### src/include/flag_irq_consts.svh
// offsets, field positions, reset values and timing counts for the flag/irq block
`ifndef FLAG_IRQ_CONSTS_SVH
`define FLAG_IRQ_CONSTS_SVH

`define REG_ADDR_W           10
`define REG_DATA_W           16
`define OFS_FLAG_PIN_INV     10'h1c2
`define OFS_IRQ_CAUSE        10'h1d4
`define FLAG_PIN_INV_RESET   13'h0000
`define IRQ_CAUSE_RESET      13'h0000

`define NUM_PIN_FLAGS        13
`define NUM_FLAGS            16
`define NUM_IRQ_SRC          13
`define NUM_START            6
`define START_FIRST_FLAG     3
`define IRQ_PIN_FLAG         9

`define CAUSE_DIAG_LSB       0
`define CAUSE_CORE_REQ_LSB   4
`define CAUSE_DRV_OFF        8
`define CAUSE_SPI_ERR        9
`define CAUSE_CLK_LOSS       10
`define CAUSE_SUM_CHAN1      11
`define CAUSE_SUM_CHAN2      12

`define FILTER_CYCLES        3

`endif

### src/include/flag_irq_pkg.sv
// types for the flag polarity and interrupt aggregator
package flag_irq_pkg;
    typedef enum logic [0:0] {
        IRQ_IDLE = 1'b0,
        IRQ_HELD = 1'b1
    } irq_state_t;
endpackage

### src/core/flag_polarity_irq.sv
// flag pin polarity, start level selection and external interrupt aggregation
// What this block does
// - pin flag passes when its polarity bit is 0, inverted when 1.
// - polarity register holds flags 0..12, resets to zero, acts on pin-routed flags and on start inputs not used as flags.
// - start input not used as flag: polarity 0 active high, 1 active low.
// - any requesting source drives the interrupt output low.
// - cause register captures all sources when the interrupt output asserts.
// - while interrupt output is asserted the cause register holds.
// - no source requesting releases the output high and clears causes.
// - cause bits 0..3 report diagnosis stops of the four core channels.
// - cause bits 4..7 report microcode requests of the four core channels.
// - cause bit 8 reports drivers disabled by driver status logic.
// - cause bit 9 reports a serial communication error.
// - cause bit 10 reports loss of the system clock.
// - cause bits 11 and 12 report code checksum failure of channels 1, 2.
// - microcore requests arrive already gated by their own configuration.
// - flag with source bit 0 keeps pin function; bus takes internal flag unchanged.
// - input flag pin drives the bus; output flag internal flag drives the pin.
`timescale 1ns/1ps
`default_nettype none
`include "flag_irq_consts.svh"
module flag_polarity_irq #(
    parameter int NPF = `NUM_PIN_FLAGS,
    parameter int NF  = `NUM_FLAGS
) (
    // clock and reset
    input  wire logic                   core_clk,
    input  wire logic                   rstn,
    // register port from the serial interface
    input  wire logic [`REG_ADDR_W-1:0] reg_addr,
    input  wire logic                   reg_wr,
    input  wire logic                   reg_rd,
    input  wire logic [`REG_DATA_W-1:0] reg_wdata,
    output logic      [`REG_DATA_W-1:0] reg_rdata,
    // flag routing configuration and flag signals
    input  wire logic [NPF-1:0]         flag_source,
    input  wire logic [NPF-1:0]         flag_direction,
    input  wire logic [NF-1:0]          int_flags,
    output logic      [NF-1:0]          flag_bus,
    // device pins sharing the flag bus
    input  wire logic [NPF-1:0]         pin_in,
    output logic      [NPF-1:0]         pin_out,
    output logic      [NPF-1:0]         pin_oe,
    // start levels when start pins are not flags
    output logic      [`NUM_START-1:0]  trigger_active,
    // interrupt sources, already enabled upstream
    input  wire logic [3:0]             diag_stop,
    input  wire logic [3:0]             core_request,
    input  wire logic                   drv_off_req,
    input  wire logic                   spi_err_req,
    input  wire logic                   clk_loss_req,
    input  wire logic                   code_sum_fail_chan1,
    input  wire logic                   code_sum_fail_chan2,
    // interrupt toward the controller
    output logic                        host_interrupt_out_n
);
    logic [NPF-1:0]              flag_pin_inversion;
    logic [`NUM_IRQ_SRC-1:0]     interrupt_cause_latch;
    logic [NPF-1:0]              pin_clean;
    logic [`NUM_IRQ_SRC-1:0]     src;
    logic                        any_req;
    flag_irq_pkg::irq_state_t    irq_state;

    flag_glitch_filter #(
        .WIDTH  (NPF),
        .CYCLES (`FILTER_CYCLES)
    ) u_filter (
        .core_clk (core_clk),
        .rstn     (rstn),
        .raw      (pin_in),
        .clean    (pin_clean)
    );

    // register writes; only 13 bits exist, the top three read back zero
    always_ff @(posedge core_clk or negedge rstn) begin
        if (!rstn) begin
            flag_pin_inversion <= `FLAG_PIN_INV_RESET;
        end else if (reg_wr && reg_addr == `OFS_FLAG_PIN_INV) begin
            flag_pin_inversion <= reg_wdata[NPF-1:0];
        end
    end

    // read data valid the cycle after the read strobe; unmapped reads zero
    always_ff @(posedge core_clk or negedge rstn) begin
        if (!rstn) begin
            reg_rdata <= '0;
        end else if (reg_rd) begin
            unique case (reg_addr)
                `OFS_FLAG_PIN_INV: reg_rdata <= {{(`REG_DATA_W-NPF){1'b0}}, flag_pin_inversion};
                `OFS_IRQ_CAUSE:    reg_rdata <= {{(`REG_DATA_W-`NUM_IRQ_SRC){1'b0}}, interrupt_cause_latch};
                default:           reg_rdata <= '0;
            endcase
        end
    end

    // flag bus and pins; top flags are internal only
    genvar i;
    generate
        for (i = 0; i < NPF; i++) begin : g_flag
            always_ff @(posedge core_clk or negedge rstn) begin
                if (!rstn) begin
                    flag_bus[i] <= 1'b0;
                    pin_out[i]  <= 1'b0;
                    pin_oe[i]   <= 1'b0;
                end else if (!flag_source[i]) begin
                    flag_bus[i] <= int_flags[i];
                    // the interrupt pin keeps its own function when not a flag
                    pin_out[i]  <= (i == `IRQ_PIN_FLAG) ? ~any_req : 1'b0;
                    pin_oe[i]   <= (i == `IRQ_PIN_FLAG);
                end else if (flag_direction[i]) begin
                    flag_bus[i] <= pin_clean[i] ^ flag_pin_inversion[i];
                    pin_out[i]  <= 1'b0;
                    pin_oe[i]   <= 1'b0;
                end else begin
                    flag_bus[i] <= int_flags[i];
                    pin_out[i]  <= int_flags[i] ^ flag_pin_inversion[i];
                    pin_oe[i]   <= 1'b1;
                end
            end
        end
        for (i = NPF; i < NF; i++) begin : g_int
            always_ff @(posedge core_clk or negedge rstn) begin
                if (!rstn) begin
                    flag_bus[i] <= 1'b0;
                end else begin
                    flag_bus[i] <= int_flags[i];
                end
            end
        end
        for (i = 0; i < `NUM_START; i++) begin : g_start
            always_ff @(posedge core_clk or negedge rstn) begin
                if (!rstn) begin
                    trigger_active[i] <= 1'b0;
                end else begin
                    // 1 selects an active-low start input
                    trigger_active[i] <= !flag_source[`START_FIRST_FLAG+i]
                        && (pin_clean[`START_FIRST_FLAG+i] ^ flag_pin_inversion[`START_FIRST_FLAG+i]);
                end
            end
        end
    endgenerate

    // source vector in cause-bit order
    assign src = {code_sum_fail_chan2, code_sum_fail_chan1,
                  clk_loss_req,
                  spi_err_req,
                  drv_off_req,
                  core_request,
                  diag_stop};
    assign any_req = |src;

    always_ff @(posedge core_clk or negedge rstn) begin
        if (!rstn) begin
            irq_state             <= flag_irq_pkg::IRQ_IDLE;
            host_interrupt_out_n  <= 1'b1;
            interrupt_cause_latch <= `IRQ_CAUSE_RESET;
        end else begin
            unique case (irq_state)
                flag_irq_pkg::IRQ_IDLE: begin
                    if (any_req) begin
                        irq_state             <= flag_irq_pkg::IRQ_HELD;
                        host_interrupt_out_n  <= 1'b0;
                        interrupt_cause_latch <= src;
                    end
                end
                flag_irq_pkg::IRQ_HELD: begin
                    // causes frozen so software sees the first snapshot
                    if (!any_req) begin
                        irq_state             <= flag_irq_pkg::IRQ_IDLE;
                        host_interrupt_out_n  <= 1'b1;
                        interrupt_cause_latch <= `IRQ_CAUSE_RESET;
                    end
                end
            endcase
        end
    end

    property p_assert_low;
        @(posedge core_clk) disable iff (!rstn) any_req |=> !host_interrupt_out_n;
    endproperty
    a_assert_low: assert property (p_assert_low) else $error("irq not low after request");

    property p_snapshot;
        @(posedge core_clk) disable iff (!rstn)
            (host_interrupt_out_n && any_req) |=> (interrupt_cause_latch == $past(src));
    endproperty
    a_snapshot: assert property (p_snapshot) else $error("cause not captured at assert");

    property p_hold;
        @(posedge core_clk) disable iff (!rstn)
            (!host_interrupt_out_n && any_req) |=> $stable(interrupt_cause_latch);
    endproperty
    a_hold: assert property (p_hold) else $error("cause changed while asserted");

    property p_release;
        @(posedge core_clk) disable iff (!rstn)
            !any_req |=> (host_interrupt_out_n && interrupt_cause_latch == '0);
    endproperty
    a_release: assert property (p_release) else $error("irq not released and cleared");

    property p_cause_subset;
        @(posedge core_clk) disable iff (!rstn)
            host_interrupt_out_n |-> (interrupt_cause_latch == '0);
    endproperty
    a_cause_subset: assert property (p_cause_subset) else $error("cause set while idle");

    property p_out_flag;
        @(posedge core_clk) disable iff (!rstn)
            (flag_source[0] && !flag_direction[0]) |=> (pin_oe[0] && pin_out[0] == ($past(int_flags[0]) ^ $past(flag_pin_inversion[0])));
    endproperty
    a_out_flag: assert property (p_out_flag) else $error("output flag polarity wrong");

    property p_in_flag;
        @(posedge core_clk) disable iff (!rstn)
            (flag_source[1] && flag_direction[1]) |=> (!pin_oe[1] && flag_bus[1] == ($past(pin_clean[1]) ^ $past(flag_pin_inversion[1])));
    endproperty
    a_in_flag: assert property (p_in_flag) else $error("input flag polarity wrong");

    property p_no_flag;
        @(posedge core_clk) disable iff (!rstn)
            !flag_source[4] |=> (flag_bus[4] == $past(int_flags[4]) && !pin_oe[4]);
    endproperty
    a_no_flag: assert property (p_no_flag) else $error("unrouted flag not from internal bus");

    property p_start;
        @(posedge core_clk) disable iff (!rstn)
            !flag_source[3] |=> (trigger_active[0] == ($past(pin_clean[3]) ^ $past(flag_pin_inversion[3])));
    endproperty
    a_start: assert property (p_start) else $error("start level wrong");

    property p_diag_bit;
        @(posedge core_clk) disable iff (!rstn)
            (host_interrupt_out_n && diag_stop[2]) |=> interrupt_cause_latch[`CAUSE_DIAG_LSB+2];
    endproperty
    a_diag_bit: assert property (p_diag_bit) else $error("diag cause bit missing");

    property p_sum_bit;
        @(posedge core_clk) disable iff (!rstn)
            (host_interrupt_out_n && code_sum_fail_chan2) |=> interrupt_cause_latch[`CAUSE_SUM_CHAN2];
    endproperty
    a_sum_bit: assert property (p_sum_bit) else $error("checksum cause bit missing");

    c_assert: cover property (@(posedge core_clk) disable iff (!rstn) $fell(host_interrupt_out_n));
    c_late_src: cover property (@(posedge core_clk) disable iff (!rstn)
        !host_interrupt_out_n && $rose(spi_err_req));
    c_release: cover property (@(posedge core_clk) disable iff (!rstn) $rose(host_interrupt_out_n));
    c_inv_in: cover property (@(posedge core_clk) disable iff (!rstn)
        flag_source[1] && flag_direction[1] && flag_pin_inversion[1]);
endmodule
`default_nettype wire

### src/core/flag_glitch_filter.sv
// per-bit anti-glitch filter: output follows input once stable for a set number of cycles
`timescale 1ns/1ps
`default_nettype none
module flag_glitch_filter #(
    parameter int WIDTH  = 13,
    parameter int CYCLES = 3
) (
    // clock and reset
    input  wire logic             core_clk,
    input  wire logic             rstn,
    // raw and filtered levels
    input  wire logic [WIDTH-1:0] raw,
    output logic      [WIDTH-1:0] clean
);
    genvar i;
    generate
        for (i = 0; i < WIDTH; i++) begin : g_bit
            logic [CYCLES-1:0] hist;
            always_ff @(posedge core_clk or negedge rstn) begin
                if (!rstn) begin
                    hist <= '0;
                end else begin
                    hist <= {hist[CYCLES-2:0], raw[i]};
                end
            end
            // a pulse shorter than the window never reaches the flag bus
            always_ff @(posedge core_clk or negedge rstn) begin
                if (!rstn) begin
                    clean[i] <= 1'b0;
                end else if (&hist) begin
                    clean[i] <= 1'b1;
                end else if (~|hist) begin
                    clean[i] <= 1'b0;
                end
            end
        end
    endgenerate
endmodule
`default_nettype wire

### config.mk
export PLATFORM = sky130hd
export DESIGN_NAME = flag_polarity_irq
export DESIGN_NICKNAME = d
export VERILOG_FILES = /design/src/include/flag_irq_pkg.sv /design/src/core/flag_polarity_irq.sv /design/src/core/flag_glitch_filter.sv
export VERILOG_INCLUDE_DIRS = /design/src /design/src/include
export SDC_FILE = /design/constraint.sdc
export NUM_CORES = 1
export LEC_CHECK = 0
export BUFFER_PORTS_ARGS = -buffer_cell sky130_fd_sc_hd__buf_4
export CAP_MARGIN = 20
export CORE_ASPECT_RATIO = 0.7
export CORE_MARGIN = 2
export CORE_UTILIZATION = 40
export DETAILED_ROUTE_END_ITERATION = 7
export GPL_ROUTABILITY_DRIVEN = 1
export GPL_TIMING_DRIVEN = 0
export PLACE_DENSITY = 0.68
export SETUP_SLACK_MARGIN = 0.05
export SLEW_MARGIN = 20
export SYNTH_ARGS = -nofsm -noshare
export SYNTH_HDL_FRONTEND = slang
export SYNTH_SLANG_ARGS = --single-unit
### constraint.sdc
create_clock -name core_clk -period 1.1 [get_ports core_clk]
set_input_delay 0.165 -clock core_clk [delete_from_list [all_inputs] [get_ports core_clk]]
set_output_delay 0.165 -clock core_clk [all_outputs]
set_load 0.005 [all_outputs]
* Word-level counts from Yosys, hierarchy flattened
Index checks and enable logic that the tools add are counted.
Operators by class: equal/unequal tests 17, multiplexer cells 112, bitwise operators 28, reduce and logical (&&, ||, !) cells 41
Operators with widths (number):
- 2-to-1 mux 1 bit | 107
- one-hot mux 13 bit (2 select lines) | 2
- AND reduction 3 bit | 13
- OR reduction 3 bit | 13
- 2-to-1 mux 13 bit | 2
- != test 2 x 1 -> 1 bit (second input constant) | 13
- XOR 1 bit | 26
- equality test 10 x 9 -> 1 bit (second input constant) | 2
- OR reduction 13 bit | 1
- logical AND 1 bit | 7
- logical NOT 1 bit | 6
- != test 2 bit (second input constant) | 2
- NOT 1 bit | 2
- one-hot mux 1 bit (2 select lines) | 1
- AND reduction 2 bit | 1
Word-level totals: bits in registers 144, input port bits 98, output and inout port bits 65, logic and storage cells 277

* Longest topological paths before layout
depth after elaboration 3, mapped depth 6, depth with buffers taken out 5

* Cells and area by module
Synthesis repeated with hierarchy kept, for this count alone.
Unflattened totals: cell total of the unflattened synthesis 443, area total of the unflattened synthesis 5540.3 µm²
By module, submodules not included:
- flag_polarity_irq | instances 1, cells an instance 339, area each 3995.1 µm², sequential area each 2228.4 µm²
- flag_glitch_filter | instances 1, cells an instance 104, area each 1545.2 µm², sequential area each 1301.2 µm²

* Worst setup path after synthesis
Ideal clock, no wire load.
kind input-to-reg, start point input port reg_addr[0], end point register reg_rdata[10], setup time 0.064 ns, data arrival time 1.716 ns, path slack -0.680 ns, stages on the path 5, cell sequence or4b_1 or4_4 nor3_4 buf_6 a221o_2
Between the ends: word-level cells in the longest chain between the ends 2, elaborated cells on any way between the ends 3, classes of those cells 2 x eq/ne; 1 x mux
Ends and longest elaborated chain:
- start: declaration | RTL line flag_polarity_irq.sv:30 | input wire logic [`REG_ADDR_W-1:0] reg_addr,
- equality test 10 x 9 -> 1 bit | RTL line flag_polarity_irq.sv:88 | unique case (reg_addr)
- one-hot mux 13 bit (2 select lines) (*) | RTL line flag_polarity_irq.sv:88
- end signal: assignment | RTL line flag_polarity_irq.sv:89 | `OFS_FLAG_PIN_INV: reg_rdata <= {{(`REG_DATA_W-NPF){1'b0}}, flag_pin_inversion};
- end signal: assignment | RTL line flag_polarity_irq.sv:90 | `OFS_IRQ_CAUSE: reg_rdata <= {{(`REG_DATA_W-`NUM_IRQ_SRC){1'b0}}, interrupt_cause_latch};
- end: declaration | RTL line flag_polarity_irq.sv:34 | output logic [`REG_DATA_W-1:0] reg_rdata,
Mark *: on every way between the ends. The rest lies on a longest branch, timed or not. A chain may end at the register's enable or synchronous reset.

* Final worst setup path
start point input port reg_addr[0], end point register reg_rdata[6]
The elaborated chain is that of the path after synthesis.

==> results_dict.tcl <==
set metrics [dict create \
    status "complete, but fails checks" \
    violations "negative hold slack, negative setup slack" \
    finalCritPeriodShare 1.412 \
    wl_um 12300 \
    power_density_nw_per_um2 1561 \
    synth_ff_type "dfrtp_1" \
    grt_start_max_net_pins 103 \
    power.leakage_nw 3.932 \
    holdBufCountCts 56 \
    async_reset_ff_frac 1.000 \
    report.final.slew_viol_count 0 \
    start_kind "input port" \
    drt_iter0_drc 123 \
    fin_area_um2 8244 \
    grt_usage 0.1899 \
    fin_ws_ns -0.4535 \
    pin_count 163 \
    antenna_found_initial 0 \
    ys_top_cells_by_area "dfrtp_1 (68%), o21ai_0 (3.5%), nor2b_1 (3.3%)" \
    wl_per_cell_um 15.23 \
    cts_buffer_depth 2 \
    skew_ns 0.007210 \
    synth.avg_cell_area_um2 13.13 \
    required_ns 1.45 \
    arrival_ns 1.90 \
    synth_cells 390 \
    ir_drop_v 0.001086 \
    maxCapViolCount 0 \
    cts_num_sinks 141 \
    die_h_um 98.67 \
    area_growth_pct 60.98 \
    worst-slew-pin-transition_ns 0.5720 \
    fmax_mhz 643.7 \
    clkSlewWorstSetupHoldPaths_ns 0.06 \
    grt_pass1_wl_um 20270 \
    yosys_warnings 0 \
    hold_violations 39 \
    crit_type "input port to flip-flop" \
    row_count 34 \
    core_area_um2 12460 \
    dr_total_vias 3878 \
    portBuffers 156 \
    grt_pass1_vias 4099 \
    drc_errors 0 \
    drive_above_1_share 0.3978 \
    place_hpwl_um 8065 \
    crit_path_max_fanout 10 \
    setup_viol 28 \
    grt_overflow 0 \
    synth_top_area_share 0.6841 \
    yosysTopAreaCell "dfrtp_1" \
    yosysSeqAreaShare 0.6892 \
    hp-class "input port to async pin" \
    timing.hold.ws_ns -0.3727 \
    netlist_area_um2 5121 \
    via_per_inst 4.800 \
    antenna_cells 0 \
    detail-route-antenna-nets 0 \
    numCtsBuffers 17 \
    cts-root-buf "clkbuf_16" \
    critical_path.endpoint_type "flip-flop" \
    synth-edff-count 0 \
    htree_num_levels 4 \
    grt_busiest_layer "met2" \
    grt_use_met1 0.2472 \
    initial_core_util 0.4109 \
    post-route-min-period_ns 1.553 \
    fp.dieW_um 139.2 \
    grtUsageMet3 0.06365 \
    dr.pass1.iters 5 \
    rsz0062_at_grt "true" \
    tns_ns -10.67 \
    die-area_um2 13740 \
    maxSlewHeadroom 0.6187 \
    dpl-instance-area_um2 6648 \
    grt_use_met2 0.3024 \
    gp_congestion 0.7467 \
    synth.distinct_cells 33 \
    cts_tree "done" \
    dp_slack_ns -0.9713 \
    insertion_delay_ns 0.41 \
    ys_ff_latch 141 \
    utilization 0.6614 \
    layout.nets 732 \
]
[cells by family (layout without fill, tap and decap cells)]
kind of cell | Yosys count | in the layout | synth area share
DFF | 141 | 141 | 0.6892
muxes | 13 | 13 | 0.02859
and+or+nand+nor | 75 | 75 | 0.08673
other | 1 | 3 | 0.0007323
buffers and inverters | 33 | 287 | 0.02834
xor gates and xnor gates | 27 | 27 | 0.04618
AOI/OAI and AO/OA | 99 | 99 | 0.1183
adders and majority gates | 1 | 1 | 0.001955
[power by group]
| part | internal, mW | switching [mW] |
|---|---|---|
| clock network | 3.91 | 2.10 |
| logic | 0.748 | 0.452 |
| registers | 5.47 | 0.184 |
| total | 10.1 | 2.74 |
[registers in the layout, indices dropped and copies added (netlist names)]
signal                 count
reg_rdata                 13
u_filter.g_bit.hist       39
flag_bus                  16
host_interrupt_out_n       1
irq_state                  1
interrupt_cause_latch     13
u_filter.clean            13
pin_oe                    13
trigger_active             6
pin_out                   13
flag_pin_inversion        13
[layout by cell type, fill, tap and decap left out, types with 13 or more instances in the layout]
cell | synthesis | routed
o21ai_0 | 36 | 27
dlygate4sd3_1 | 0 | 56
buf_6 | 1 | 71
inv_1 | 21 | 20
buf_4 | 3 | 102
dfrtp_1 | 140 | 139
a21oi_1 | 33 | 33
clkbuf_16 | 0 | 17
nor2b_1 | 27 | 27
xnor2_1 | 15 | 14
a221o_2 | 13 | 13
[final timing paths]
path	start	endpoint	slack [ns]	depth (start not counted)
max	reg_addr[0]	reg_rdata[6]	-0.45	6
min	rstn	flag_bus[5]	-0.37	1
max reg2reg	reg_rdata[8]	reg_rdata[8]	0.02	3
min reg2reg	u_filter.g_bit[4].hist[1]	u_filter.g_bit[4].hist[2]	0.37	0
max in group asynchronous	rstn	irq_state	0.68	2
min in group core_clk	spi_err_req	interrupt_cause_latch[9]	0.02	3
[timing repair]
item,4_1_cts,5_1_grt
resized for setup,76,12
gates cloned,1,0
pin swaps,2,5
hold endpoints to repair,101,39
endpoints found under the setup margin,102,94
buffers inserted,9,1
[per-layer routing]
| layer | vias to the layer above | wire (um) |
|---|---|---|
| li1 | 1839 | - |
| met1 | 1895 | 5568 |
| met2 | 127 | 5770 |
| met3 | 17 | 784 |
| met4 | 0 | 179 |
| met5 | - | 0 |
[synthesized netlist by cell type (all sizes together), types with 2 or more instances]
| cell type | count |
|---|---|
| clkbuf | 5 |
| nor4 | 2 |
| o22ai | 3 |
| nor4b | 2 |
| xor2 | 12 |
| xnor2 | 15 |
| a311o | 2 |
| nor2b | 27 |
| nor2 | 10 |
| a221o | 13 |
| buf | 7 |
| inv | 21 |
| nand3 | 9 |
| a31oi | 12 |
| a21oi | 33 |
| o21ai | 36 |
| nand2 | 6 |
| dfrtp | 140 |
| and2 | 12 |
| mux2 | 13 |
| nor3 | 3 |
[stage by stage]
stage	instances	total power, mW
floorplan	392	5.988
global placement	710	6.620
detailed placement	711	6.686
CTS	807	13.01
global route	808	13.43
finish	808	12.87
[layout make-up]
| class | count | area [um^2] |
|---|---|---|
| clock buffer | 22 | 464.2 |
| sequential | 141 | 3531 |
| inverter | 21 | 78.83 |
| timing repair buffer | 224 | 2108 |
| clock inverter | 9 | 161.4 |
| buffer | 11 | 107.6 |
| multi-input combinational | 218 | 1590 |
| fill | 888 | 4220 |
| tap | 162 | 202.7 |
[critical path, cell delays in order]
cell and delay, ns:
buf_6 0.09, or4b_4 0.53, or4_4 0.52, nor3_4 0.25, buf_6 0.18, a221o_2 0.15
Power figures use the tool's default switching activity.
